File: src/core/sac_params.svh
// Register offsets, field positions, reset values and timing counts of the converter control.
`ifndef SAC_PARAMS_SVH
`define SAC_PARAMS_SVH

// ----------------------------------------------------------------
// Register offsets
// ----------------------------------------------------------------
`define SAC_OFS_CTRL_A 2'h0
`define SAC_OFS_CTRL_B 2'h1
`define SAC_OFS_RES_HI 2'h2
`define SAC_OFS_RES_LO 2'h3

// ----------------------------------------------------------------
// Control A fields
// ----------------------------------------------------------------
`define SAC_A_START 0
`define SAC_A_REFSW 1
`define SAC_A_BUSY 2
`define SAC_A_DONE 3
`define SAC_A_CHAN_LSB 4

// ----------------------------------------------------------------
// Control B fields
// ----------------------------------------------------------------
`define SAC_B_CKSEL_LSB 0
`define SAC_B_CONT 2
`define SAC_B_IRQEN 3
`define SAC_B_HWSRC 4
`define SAC_B_TIM_LSB 5
`define SAC_B_PREC8 7

// ----------------------------------------------------------------
// Reset values, timing counts and interrupt number
// ----------------------------------------------------------------
`define SAC_RST_CTRL_A 8'h00
`define SAC_RST_CTRL_B 8'h00
`define SAC_COMPARE_STEPS 4'hA
`define SAC_IRQ_NUMBER 5'h12

`endif

File: src/core/sac_pkg.sv
// Types shared by the converter control files.
package sac_pkg;

  typedef struct packed {
    logic [1:0] addr;
    logic [7:0] wdata;
    logic wr;
    logic rd;
  } sac_bus_req_t;

  typedef struct packed {
    logic [3:0] channel;
    logic sample;
    logic compare;
    logic [3:0] bit_index;
    logic ref_on;
  } sac_analog_ctl_t;

  typedef enum logic [3:0] {
    SAC_IDLE = 4'b0001,
    SAC_START = 4'b0010,
    SAC_SAMPLE = 4'b0100,
    SAC_COMPARE = 4'b1000
  } sac_state_t;

endpackage

File: src/core/sac_clkdiv.sv
// Conversion clock tick generator with a selectable divide ratio.
`timescale 1ns/1ps
`include "sac_params.svh"
module sac_clkdiv (
  clk,
  rst_n,
  sel,
  sync_clr,
  tick
);
  input wire logic clk;
  input wire logic rst_n;
  input wire logic [1:0] sel;
  input wire logic sync_clr;
  output logic tick;

  logic [3:0] cnt_reg;
  logic [3:0] cnt_next;
  logic [3:0] limit;

  // Ratios of 1, 2, 4 and 8 machine clocks per conversion clock.
  assign limit = (sel == 2'h0) ? 4'h0 : (sel == 2'h1) ? 4'h1 : (sel == 2'h2) ? 4'h3 : 4'h7;
  assign tick = (cnt_reg == limit);
  assign cnt_next = (sync_clr || tick) ? 4'h0 : cnt_reg + 4'h1;

  always_ff @(posedge clk or negedge rst_n) begin
    if (!rst_n) begin
      cnt_reg <= 4'h0;
    end else begin
      cnt_reg <= cnt_next;
    end
  end
endmodule

File: src/core/sac_edge_sync.sv
// Two-stage synchroniser with a rising edge detector for the hardware start.
`timescale 1ns/1ps
module sac_edge_sync (
  clk,
  rst_n,
  din,
  rise
);
  input wire logic clk;
  input wire logic rst_n;
  input wire logic din;
  output logic rise;

  logic s1_reg;
  logic s2_reg;
  logic s3_reg;

  assign rise = s2_reg && !s3_reg;

  always_ff @(posedge clk or negedge rst_n) begin
    if (!rst_n) begin
      s1_reg <= 1'b0;
      s2_reg <= 1'b0;
      s3_reg <= 1'b0;
    end else begin
      s1_reg <= din;
      s2_reg <= s1_reg;
      s3_reg <= s2_reg;
    end
  end
endmodule

File: src/core/sac_ctrl.sv
// Successive-approximation converter control with registers and conversion sequencer.
//
// The implementer's own choices: the register addresses and strobed register access.
`timescale 1ns/1ps
`include "sac_params.svh"
module sac_ctrl (
  clk,
  rst_n,
  bus_req,
  rdata,
  stop_mode,
  watch_mode,
  timer_output_trigger,
  cmp_decision,
  analog_ctl,
  irq,
  irq_number
);
  import sac_pkg::*;

  input wire logic clk;
  input wire logic rst_n;
  input wire sac_pkg::sac_bus_req_t bus_req;
  output logic [7:0] rdata;
  input wire logic stop_mode;
  input wire logic watch_mode;
  input wire logic timer_output_trigger;
  input wire logic cmp_decision;
  output sac_pkg::sac_analog_ctl_t analog_ctl;
  output logic irq;
  output logic [4:0] irq_number;

  // ----------------------------------------------------------------
  // Register state
  // ----------------------------------------------------------------
  logic [3:0] channel_reg;
  logic reference_switch_control_reg;
  logic completion_flag_reg;
  logic conversion_busy_flag_reg;
  logic [7:0] conv_control_reg_b;
  logic [1:0] result_upper_reg;
  logic [7:0] result_lower_reg;
  logic [7:0] rdata_reg;
  logic [9:0] sar_reg;
  logic [9:0] sar_next;
  sac_state_t state_reg;
  sac_state_t state_next;
  logic [3:0] step_reg;
  logic [3:0] step_next;
  logic [1:0] startup_reg;
  logic [1:0] startup_next;
  logic [7:0] res_lo_sel;
  logic [1:0] res_hi_sel;
  logic sample_reg;
  logic compare_reg;
  logic [3:0] bit_index_reg;
  genvar gi;

  // ----------------------------------------------------------------
  // Functions
  // ----------------------------------------------------------------
  // Each decode used in several places lives in one function, so the copies cannot disagree.
  function automatic logic addr_hit(
    input logic [1:0] addr,
    input logic [1:0] ofs
  );
    return (addr == ofs);
  endfunction

  function automatic logic state_is(
    input sac_state_t cur,
    input sac_state_t want
  );
    return (cur == want);
  endfunction

  // ----------------------------------------------------------------
  // Decoding
  // ----------------------------------------------------------------
  wire hit_a = addr_hit(bus_req.addr, `SAC_OFS_CTRL_A);
  wire hit_b = addr_hit(bus_req.addr, `SAC_OFS_CTRL_B);
  wire hit_hi = addr_hit(bus_req.addr, `SAC_OFS_RES_HI);
  wire in_compare = state_is(state_reg, SAC_COMPARE);
  wire wr_a = bus_req.wr && hit_a;
  wire wr_b = bus_req.wr && hit_b;
  wire wr_done_clear = wr_a && !bus_req.wdata[`SAC_A_DONE];
  wire [3:0] wr_channel = bus_req.wdata[`SAC_A_CHAN_LSB+:4];
  wire wr_refsw = bus_req.wdata[`SAC_A_REFSW];
  wire abort = stop_mode || watch_mode;
  wire continuous_trigger_enable = conv_control_reg_b[`SAC_B_CONT];
  wire hw_start_source_select = conv_control_reg_b[`SAC_B_HWSRC];
  wire precision_select = conv_control_reg_b[`SAC_B_PREC8];
  wire completion_irq_enable = conv_control_reg_b[`SAC_B_IRQEN];
  wire [1:0] sampling_time = conv_control_reg_b[`SAC_B_TIM_LSB+:2];
  wire [1:0] conv_clock_select = conv_control_reg_b[`SAC_B_CKSEL_LSB+:2];
  wire sw_start = wr_a && bus_req.wdata[`SAC_A_START];
  wire hw_edge;
  // A hardware start needs both the continuous enable and the timer source; either alone does nothing.
  wire hw_start = continuous_trigger_enable && hw_start_source_select && hw_edge;
  wire start_req = (sw_start || hw_start) && !abort;
  wire ck_tick;
  wire [3:0] sample_len = {2'h0, sampling_time} + 4'h1;
  wire [3:0] last_step = precision_select ? 4'h7 : 4'h9;
  wire compare_done = in_compare && (step_reg == `SAC_COMPARE_STEPS);
  wire startup_met = (startup_reg != 2'h0);
  wire sample_last = ck_tick && ((step_reg + 4'h1) == sample_len);
  wire compare_bit = ck_tick && (step_reg <= last_step);
  wire finish = compare_done && !abort;

  // Hardware edges pass through a synchroniser before they may start anything.
  sac_edge_sync u_edge (
    .clk(clk),
    .rst_n(rst_n),
    .din(timer_output_trigger),
    .rise(hw_edge)
  );

  // The divider restarts at a start request so phases line up with the conversion clock.
  sac_clkdiv u_div (
    .clk(clk),
    .rst_n(rst_n),
    .sel(conv_clock_select),
    .sync_clr(start_req),
    .tick(ck_tick)
  );

  // ----------------------------------------------------------------
  // Sequencer
  // ----------------------------------------------------------------
  always_comb begin
    state_next = state_reg;
    step_next = step_reg;
    startup_next = startup_reg;
    sar_next = sar_reg;
    if (abort) begin
      state_next = SAC_IDLE;
    end else if (start_req) begin
      state_next = SAC_START;
      startup_next = 2'h0;
      step_next = 4'h0;
      sar_next = 10'h000;
    end else begin
      unique case (state_reg)
        SAC_IDLE: begin
          state_next = SAC_IDLE;
        end
        SAC_START: begin
          // At least two machine clocks, then leave on the next conversion clock.
          if (startup_reg != 2'h2) begin
            startup_next = startup_reg + 2'h1;
          end
          if (startup_met && ck_tick) begin
            state_next = SAC_SAMPLE;
            step_next = 4'h0;
          end
        end
        SAC_SAMPLE: begin
          if (ck_tick) begin
            step_next = step_reg + 4'h1;
            if (sample_last) begin
              state_next = SAC_COMPARE;
              step_next = 4'h0;
            end
          end
        end
        SAC_COMPARE: begin
          // Ten conversion clocks, with decisions on all ten or on the first eight at 8-bit precision, then one machine clock to transfer.
          if (step_reg == `SAC_COMPARE_STEPS) begin
            state_next = SAC_IDLE;
          end else if (ck_tick) begin
            if (compare_bit) begin
              sar_next[4'h9 - step_reg] = cmp_decision;
            end
            step_next = step_reg + 4'h1;
          end
        end
        default: begin
          state_next = SAC_IDLE;
        end
      endcase
    end
  end

  always_ff @(posedge clk or negedge rst_n) begin
    if (!rst_n) begin
      state_reg <= SAC_IDLE;
      step_reg <= 4'h0;
      startup_reg <= 2'h0;
      sar_reg <= 10'h000;
    end else begin
      state_reg <= state_next;
      step_reg <= step_next;
      startup_reg <= startup_next;
      sar_reg <= sar_next;
    end
  end

  // ----------------------------------------------------------------
  // Flags and results
  // ----------------------------------------------------------------
  // Abort outranks a start in the same cycle, so stop mode never leaves the busy flag set.
  always_ff @(posedge clk or negedge rst_n) begin
    if (!rst_n) begin
      conversion_busy_flag_reg <= 1'b0;
    end else if (abort) begin
      conversion_busy_flag_reg <= 1'b0;
    end else if (start_req) begin
      conversion_busy_flag_reg <= 1'b1;
    end else if (finish) begin
      conversion_busy_flag_reg <= 1'b0;
    end
  end

  // Set wins over a clear written in the same cycle, so no completion is lost.
  always_ff @(posedge clk or negedge rst_n) begin
    if (!rst_n) begin
      completion_flag_reg <= 1'b0;
    end else if (finish) begin
      completion_flag_reg <= 1'b1;
    end else if (wr_done_clear) begin
      completion_flag_reg <= 1'b0;
    end
  end

  // Results only change on a finished conversion; 8-bit results sit in the low byte.
  generate
    for (gi = 0; gi < 8; gi = gi + 1) begin : g_res_lo
      assign res_lo_sel[gi] = precision_select ? sar_reg[gi + 2] : sar_reg[gi];
    end
  endgenerate
  assign res_hi_sel = precision_select ? 2'h0 : sar_reg[9:8];

  always_ff @(posedge clk or negedge rst_n) begin
    if (!rst_n) begin
      result_upper_reg <= 2'h0;
      result_lower_reg <= 8'h00;
    end else if (finish) begin
      result_upper_reg <= res_hi_sel;
      result_lower_reg <= res_lo_sel;
    end
  end

  // Channel changes mid-conversion are not blocked; software is expected to avoid them.
  always_ff @(posedge clk or negedge rst_n) begin
    if (!rst_n) begin
      channel_reg <= 4'h0;
      reference_switch_control_reg <= 1'b0;
      conv_control_reg_b <= `SAC_RST_CTRL_B;
    end else begin
      if (wr_a) begin
        channel_reg <= wr_channel;
        reference_switch_control_reg <= wr_refsw;
      end
      if (wr_b) begin
        conv_control_reg_b <= bus_req.wdata;
      end
    end
  end

  // ----------------------------------------------------------------
  // Read port and outputs
  // ----------------------------------------------------------------
  // The start bit always reads zero; it is a strobe, not a state.
  wire [7:0] ctrl_a_view = {
    channel_reg,
    completion_flag_reg,
    conversion_busy_flag_reg,
    reference_switch_control_reg,
    1'b0
  };
  wire [7:0] rd_mux = hit_a ? ctrl_a_view :
                      hit_b ? conv_control_reg_b :
                      hit_hi ? {6'h00, result_upper_reg} :
                      result_lower_reg;

  // Cycles without a read return zero, so a stale value is never mistaken for fresh data.

  always_ff @(posedge clk or negedge rst_n) begin
    if (!rst_n) begin
      rdata_reg <= 8'h00;
    end else if (bus_req.rd) begin
      rdata_reg <= rd_mux;
    end else begin
      rdata_reg <= 8'h00;
    end
  end

  assign rdata = rdata_reg;
  assign irq = completion_flag_reg && completion_irq_enable;
  assign irq_number = `SAC_IRQ_NUMBER;

  // ----------------------------------------------------------------
  // Analog interface
  // ----------------------------------------------------------------
  // The controls come straight from flip-flops so the switches never see a decode glitch.
  always_ff @(posedge clk or negedge rst_n) begin
    if (!rst_n) begin
      sample_reg <= 1'b0;
      compare_reg <= 1'b0;
      bit_index_reg <= 4'h9;
    end else begin
      sample_reg <= state_is(state_next, SAC_SAMPLE);
      compare_reg <= state_is(state_next, SAC_COMPARE);
      bit_index_reg <= 4'h9 - step_next;
    end
  end

  assign analog_ctl.channel = channel_reg;
  assign analog_ctl.sample = sample_reg;
  assign analog_ctl.compare = compare_reg;
  assign analog_ctl.bit_index = bit_index_reg;
  assign analog_ctl.ref_on = reference_switch_control_reg;
endmodule

File: config.mk
export PLATFORM = sky130hd
export DESIGN_NAME = sac_ctrl
export DESIGN_NICKNAME = d
export VERILOG_FILES = /design/src/core/sac_pkg.sv /design/src/core/sac_clkdiv.sv /design/src/core/sac_edge_sync.sv /design/src/core/sac_ctrl.sv
export VERILOG_INCLUDE_DIRS = /design/src /design/src/core
export SDC_FILE = /design/constraint.sdc
export NUM_CORES = 1
export LEC_CHECK = 0
export ABC_AREA = 0
export BUFFER_PORTS_ARGS = -buffer_cell sky130_fd_sc_hd__buf_2
export CAP_MARGIN = 20
export CELL_PAD_IN_SITES_DETAIL_PLACEMENT = 1
export CELL_PAD_IN_SITES_GLOBAL_PLACEMENT = 2
export CORE_MARGIN = 2
export CORE_UTILIZATION = 34
export DETAILED_ROUTE_END_ITERATION = 8
export PLACE_DENSITY = 0.84
export SYNTH_ARGS = -nofsm -noshare
export SYNTH_HDL_FRONTEND = slang
export SYNTH_SLANG_ARGS = --single-unit
export TNS_END_PERCENT = 1
File: constraint.sdc
create_clock -name clk -period 2.3 [get_ports clk]
set_input_delay 0.345 -clock clk [delete_from_list [all_inputs] [get_ports clk]]
set_output_delay 0.345 -clock clk [all_outputs]
set_load 0.1 [all_outputs]
==> results.toml, run 1 <==
[finish]
fin_nets = 407
final_area_sq_mm = 0.00415
largest_register_ffs = 10
final_core_util_pct = 42.3
drive_gt1_share_pct = 32.9
diodes = 0
syn2layout_area_growth_pct = 20.6

[sta]
fmax_mhz = 447
clock_skew_ns = 0.00859
slew_headroom_pct = 60.5
rsz0062_at_grt = "yes"
setup_viol = 0
finalCritPeriodShare_pct = 97.2
slew_violations = 0
hold_violations = 0
post-route-min-period_ns = 2.24
holdWs_ns = 0.112
worst_pin_slew_ns = 0.592

[clock_network]
cts_tree = "yes"
cts_root_buffer = "clkbuf_8"
htree_levels = 3
cts_buffers = 9
worstSkewPairLatency_ns = 0.35
cts.sinks = 65
cts_max_path_buffers = 2
clk_pin_slew_ns = 0.08

[hold_path]
hold_depth = 1
hp-class = "in -> reg"

[synthesis]
async_reset_ff_share_pct = 100
synth_ff_type = "dfrtp_1"
synthCells = 320
synth-edff-count = 0
synth.distinct_cells = 54
synth_largest_area_cell = "dfrtp_1"
yosys_register_bits = 65
ys_seq_area_share_pct = 47.4
syn_area_per_cell_sq_um = 10.8
synth_top_area_share_pct = 45.1
netlist_area_sq_mm = 0.00344
yosysWarnings = 0
synth_area_leaders = "dfrtp_1, mux2_2, mux2i_1"

[route]
detail_route.vias_per_cell = 5.12
drt_iter0_drc = 80
vias = 2627
ant_nets = 0
drt-total-wl_um = 8440
drc = 0
wire_per_inst_um = 16.4
drtPass1Iterations = 4

[power_and_ir_drop]
swShare_pct = 37.8
p_sw_mw = 1.29
p_int_mw = 2.12
p_per_area_mw_per_mm2 = 822
power.total_mw = 3.41
pwr-share-clk_pct = 29.7
peakVddDrop_v = 0.000610
p_seq_share_pct = 40.7
pwr-share-comb_pct = 29.6
leakage_nw = 1.93

[placement]
place_area_sq_mm = 0.00386
gp_congestion = 0.823
hpwl_um = 6350
placement.io_buffers = 37

[worst_setup_path]
critPathLaunchType = "flip-flop"
crit_arrival_ns = 2.50
path_max_fanout = 6
r2r_cells = 8
crit_type = "reg -> reg"
end_kind = "flip-flop"
cp.required_ns = 2.56

[floorplan]
dieArea_sq_mm = 0.0109
ios = 43
fp.dieH_um = 105
dieWidth_um = 105
fp.coreArea_sq_mm = 0.00982
start_util_pct = 35.0
rows = 36

[grt]
grt_pass1_wl_um = 14500
antenna_found_initial = 0
overflow = 0
track_usage_pct = 16.7
grt_pass1_vias = 2797
grt_max_degree = 42

[status]
outcome = "complete, no violations"

[flow_run]
cap_viol_max_count = 0
[cell type report]
type | instances | area (sq um)
Clock buffer | 9 | 124
Inverter | 8 | 30.0
Sequential cell | 65 | 1640
Timing Repair Buffer | 62 | 388
Fill cell | 1119 | 5670
Multi-Input combinational cell | 229 | 1720
Tap cell | 133 | 166
Clock inverter | 7 | 78.8
[routing by layer]
metal / global-route usage (%) / routed length [um] / vias to the layer above
met1: 22.6 / 3990 / 1314
met5: 0 / 0 / -
met2: 26.7 / 4020 / 47
met3: 2.62 / 236 / 14
met4: 6.95 / 193 / 0
li1: - / - / 1252
[power groups by stage]
stage	Clock (mW)	Combinational, mW	Sequential (mW)
3_5_place_dp	0	0.969	1.40
6_report	1.01	1.01	1.39
2_1_floorplan	0	0.505	1.62
5_1_grt	1.09	1.09	1.41
4_1_cts	1.03	0.976	1.38
3_3_place_gp	0	0.946	1.39
[worst max-delay path, cell delays in order (launching register included)]
cell and delay, ns:
dfrtp_2 0.45, and4_1 0.22, o31a_1 0.34, o21ba_4 0.26
a21o_1 0.18, a22o_1 0.21, a21o_1 0.17, ha_2 0.17
xor2_1 0.15
[synthesized netlist by cell type, types with 7 or more instances]
master / number
o21ai_0: 21
inv_1: 8
mux2_2: 19
a21oi_1: 7
mux2i_1: 18
nand2_1: 23
clkbuf_1: 8
buf_4: 9
dfrtp_1: 62
ha_1: 14
nor2b_1: 11
nor2_1: 25
nand4_1: 14
[metrics by stage]
stage	setup slack (ns)	TNS [ns]	std cells
2_1_floorplan	0.168	0	323
3_3_place_gp	0.0854	0	494
3_5_place_dp	0.0394	0	494
4_1_cts	0.0143	0	511
5_1_grt	-0.0124	-0.0124	513
6_report	0.0640	0	513
[path summary, 6_finish.rpt]
check                                                start                               to  slack [ns]
worst min register to register     u_edge.s1_reg$_DFF_PN0_          u_edge.s2_reg$_DFF_PN0_        0.36
worst min-delay path                  timer_output_trigger          u_edge.s1_reg$_DFF_PN0_        0.11
min in group asynchronous                            rst_n  completion_flag_reg$_DFFE_PN0P_        0.52
max in group asynchronous                            rst_n           state_reg[0]$_DFF_PN1_        1.09
worst max register to register  u_div.cnt_reg[2]$_DFF_PN0_       bit_index_reg[3]$_DFF_PN1_        0.06
worst max-delay path            u_div.cnt_reg[2]$_DFF_PN0_       bit_index_reg[3]$_DFF_PN1_        0.06
[cell usage in the layout, fill, tap and decap left out, types with 4 or more instances in the layout]
| master | Yosys | routed |
|---|---|---|
| a21o_1 | 5 | 5 |
| a21oi_1 | 7 | 7 |
| a22oi_1 | 6 | 6 |
| and2_1 | 5 | 5 |
| buf_2 | 3 | 37 |
| buf_4 | 9 | 23 |
| clkbuf_8 | 0 | 9 |
| conb_1 | 2 | 5 |
| dfrtp_1 | 62 | 56 |
| dfrtp_2 | 0 | 6 |
| ha_1 | 14 | 12 |
| inv_1 | 8 | 8 |
| mux2_2 | 19 | 19 |
| mux2i_1 | 18 | 18 |
| nand2_1 | 23 | 23 |
| nand3_1 | 5 | 4 |
| nand4_1 | 14 | 14 |
| nor2_1 | 25 | 24 |
| nor2b_1 | 11 | 11 |
| o21ai_0 | 21 | 20 |
| xor2_1 | 4 | 4 |
[kinds of logic (layout without fill, tap and decap cells)]
group / after synthesis / count (layout) / synth area share, %
DFF: 65 / 65 / 47.4
other: 2 / 5 / 0.218
muxes: 38 / 38 / 12.1
adders and majority gates: 14 / 14 / 5.09
buffers and inverters: 29 / 86 / 4.25
xor gates and xnor gates: 7 / 7 / 2.22
and+or+nand+nor: 104 / 104 / 16.4
AOI/OAI and AO/OA: 61 / 61 / 12.4
[repair_timing]
action                                  4_1_cts  5_1_grt
setup buffers                                 0        2
gates resized for setup                       0       17
endpoints found under the setup margin        0        8
hold buffers                                  1        0
hold endpoints to repair                      2        0
No activity file was read; power rests on OpenSTA's default activity.
==> inputs of run 2 (changes only) <==
Settings changed: BUFFER_PORTS_ARGS -buffer_cell sky130_fd_sc_hd__buf_2 to not set, CORE_UTILIZATION 34 to 37, DONT_BUFFER_PORTS set to 1.
==> results.toml, run 2 (same netlist as run 1, synthesis figures left out) <==
[power_and_ir_drop]
peakVddDrop_v = 0.000424
leakage_nw = 1.80
p_per_area_mw_per_mm2 = 858

[grt]
track_usage_pct = 17.0
grtUsageMet3_pct = 4.46
busiest_layer = "met2"
overflow = 0
use_met1_pct = 22.4
grt_max_degree = 66
use_met2_pct = 27.3
antenna_found_initial = 0
grt_pass1_wl_um = 13100
grt_pass1_vias = 2569

[worst_setup_path]
critPathTopFamily = "simple AND/OR/NAND/NOR gates"
path_depth = 8
crit_path_max_incr_delay_ns = 0.54
crit_arrival_ns = 2.50
critPathLaunchType = "flip-flop"
path_max_fanout = 6
end_kind = "flip-flop"
crit_start = "conv_control_reg_b[1]$_DFFE_PN0P_"
r2r_start = "conv_control_reg_b[1]$_DFFE_PN0P_"
r2r_cells = 8
crit_type = "reg -> reg"
worst_path_max_delay_cell = "or4_4"
cp.required_ns = 2.56
crit_buf_inv = 0
path_cells = "or4_4 -> nor2_4 -> o21ba_4 -> nand4_1 -> a22o_1 -> a21o_1 -> ha_2 -> xor2_1"

[clock_network]
clk_pin_slew_ns = 0.07
cts.sinks = 65
cts_tree = "yes"
cts_root_buffer = "clkbuf_8"
worstSkewPairLatency_ns = 0.35
cts_buffers = 9
htree_levels = 3
cts_max_path_buffers = 2

[placement]
gp_congestion = 0.824
pre_cts_slack_ns = 0.0652
hpwl_um = 6020
placement.io_buffers = 0

[floorplan]
start_util_pct = 37.8
fp.coreArea_sq_mm = 0.00911
ios = 43
dieWidth_um = 100
fp.dieH_um = 100
dieArea_sq_mm = 0.0101
rows = 35

[hold_path]
min_from = "timer_output_trigger"
hold_depth = 0
hp-class = "in -> reg"

[route]
drt_iter0_drc = 139
drtPass1Iterations = 4
vias = 2474
ant_nets = 0
wire_per_inst_um = 17.6
detail_route.vias_per_cell = 5.41
drc = 0
drt-total-wl_um = 8040

[finish]
multi_input_area_sq_mm = 0.00173
drive_gt1_share_pct = 24.9
diodes = 0
final_common_cell = "dfrtp_1"
seqCellArea_sq_mm = 0.00163
largest_register_ffs = 10
final_cell_mix = "dfrtp_1, buf_4, nor2_1"
fin_nets = 373
n_fill_cell = 1023
syn2layout_area_growth_pct = 15.9

[sta]
worst_pin_slew_ns = 0.937
post-route-min-period_ns = 2.24
timing.setup.tns_ns = 0
finalWorstSetupSlack_ns = 0.0620
finalCritPeriodShare_pct = 97.3
rsz0062_at_grt = "yes"
fmax_mhz = 447
slew_headroom_pct = 37.6
hold_violations = 0
clock_skew_ns = 0.00885
setup_viol = 0
slew_violations = 0

[flow_run]
cap_viol_max_count = 0

[status]
outcome = "complete, no violations"
==> run 2: cell count changes in the layout (fill, tap and decap cells not counted), sizes merged <==
cell,change
buf,-34
bufinv,+1
inv,-2
clkinvlp,+1
==> run 2: worst paths after layout <==
path	to	slack [ns]
worst max-delay path	bit_index_reg[3]$_DFF_PN1_	0.06
worst min-delay path	u_edge.s1_reg$_DFF_PN0_	0.02
worst max register to register	bit_index_reg[3]$_DFF_PN1_	0.06
worst min register to register	u_edge.s2_reg$_DFF_PN0_	0.36
max in group asynchronous	bit_index_reg[0]$_DFF_PN1_	1.45
min in group asynchronous	rdata[6]$_DFF_PN0_	0.53
==> run 2: area by class of cell <==
class	instances	share of cell area, %
clock buffers	9	3.11
clock inverters	7	2.39
inverters	8	0.753
multi-input cells	229	43.5
flip-flops and latches	65	41.0
well taps	111	3.48
repair buffers	28	5.84
==> run 2: stage by stage <==
step	instances	hold WS, ns	power [mW]	cell area [sq um]	utilization, %
3_3_place_gp	438	0.0509	2.29	3660	40.2
5_1_grt	457	0.00134	3.61	3990	43.8
2_1_floorplan	323	0.0494	2.13	3450	-
3_5_place_dp	438	0.0505	2.31	3660	40.2
4_1_cts	456	0.00511	3.44	3920	43.0
6_report	457	0.0220	3.42	3990	43.8
==> run 2: metal layers <==
layer  wire (um)  vias to the layer above  share of wire [%]
met4         115                        0                1.4
li1            -                     1180                  -
met3         271                       12                3.4
met2        3890                       45                 48
met1        3760                     1237                 47
met5           0                        -                  0
==> run 2: power by group <==
part	internal [mW]	leakage, nW	total (mW)	switching [mW]
logic	0.321	0.843	0.760	0.440
registers	1.26	0.847	1.57	0.316
clock network	0.610	0.109	1.08	0.475
==> run 2: worst reg2reg max path: cells and delay by family (launching register included) <==
family / cells / cell delay [ns]
AND/OR/NAND/NOR: 3 / 0.79
AO/OA/AOI/OAI: 3 / 0.61
flip-flops: 1 / 0.44
adder cells (fa/ha/maj): 1 / 0.17
XOR/XNOR: 1 / 0.15
==> run 2: what timing repair did <==
item,CTS,global route
buffers inserted,0,1
hold endpoints to repair,65,0
hold buffers,2,0
gates resized for setup,0,13
endpoints found under the setup margin,0,2
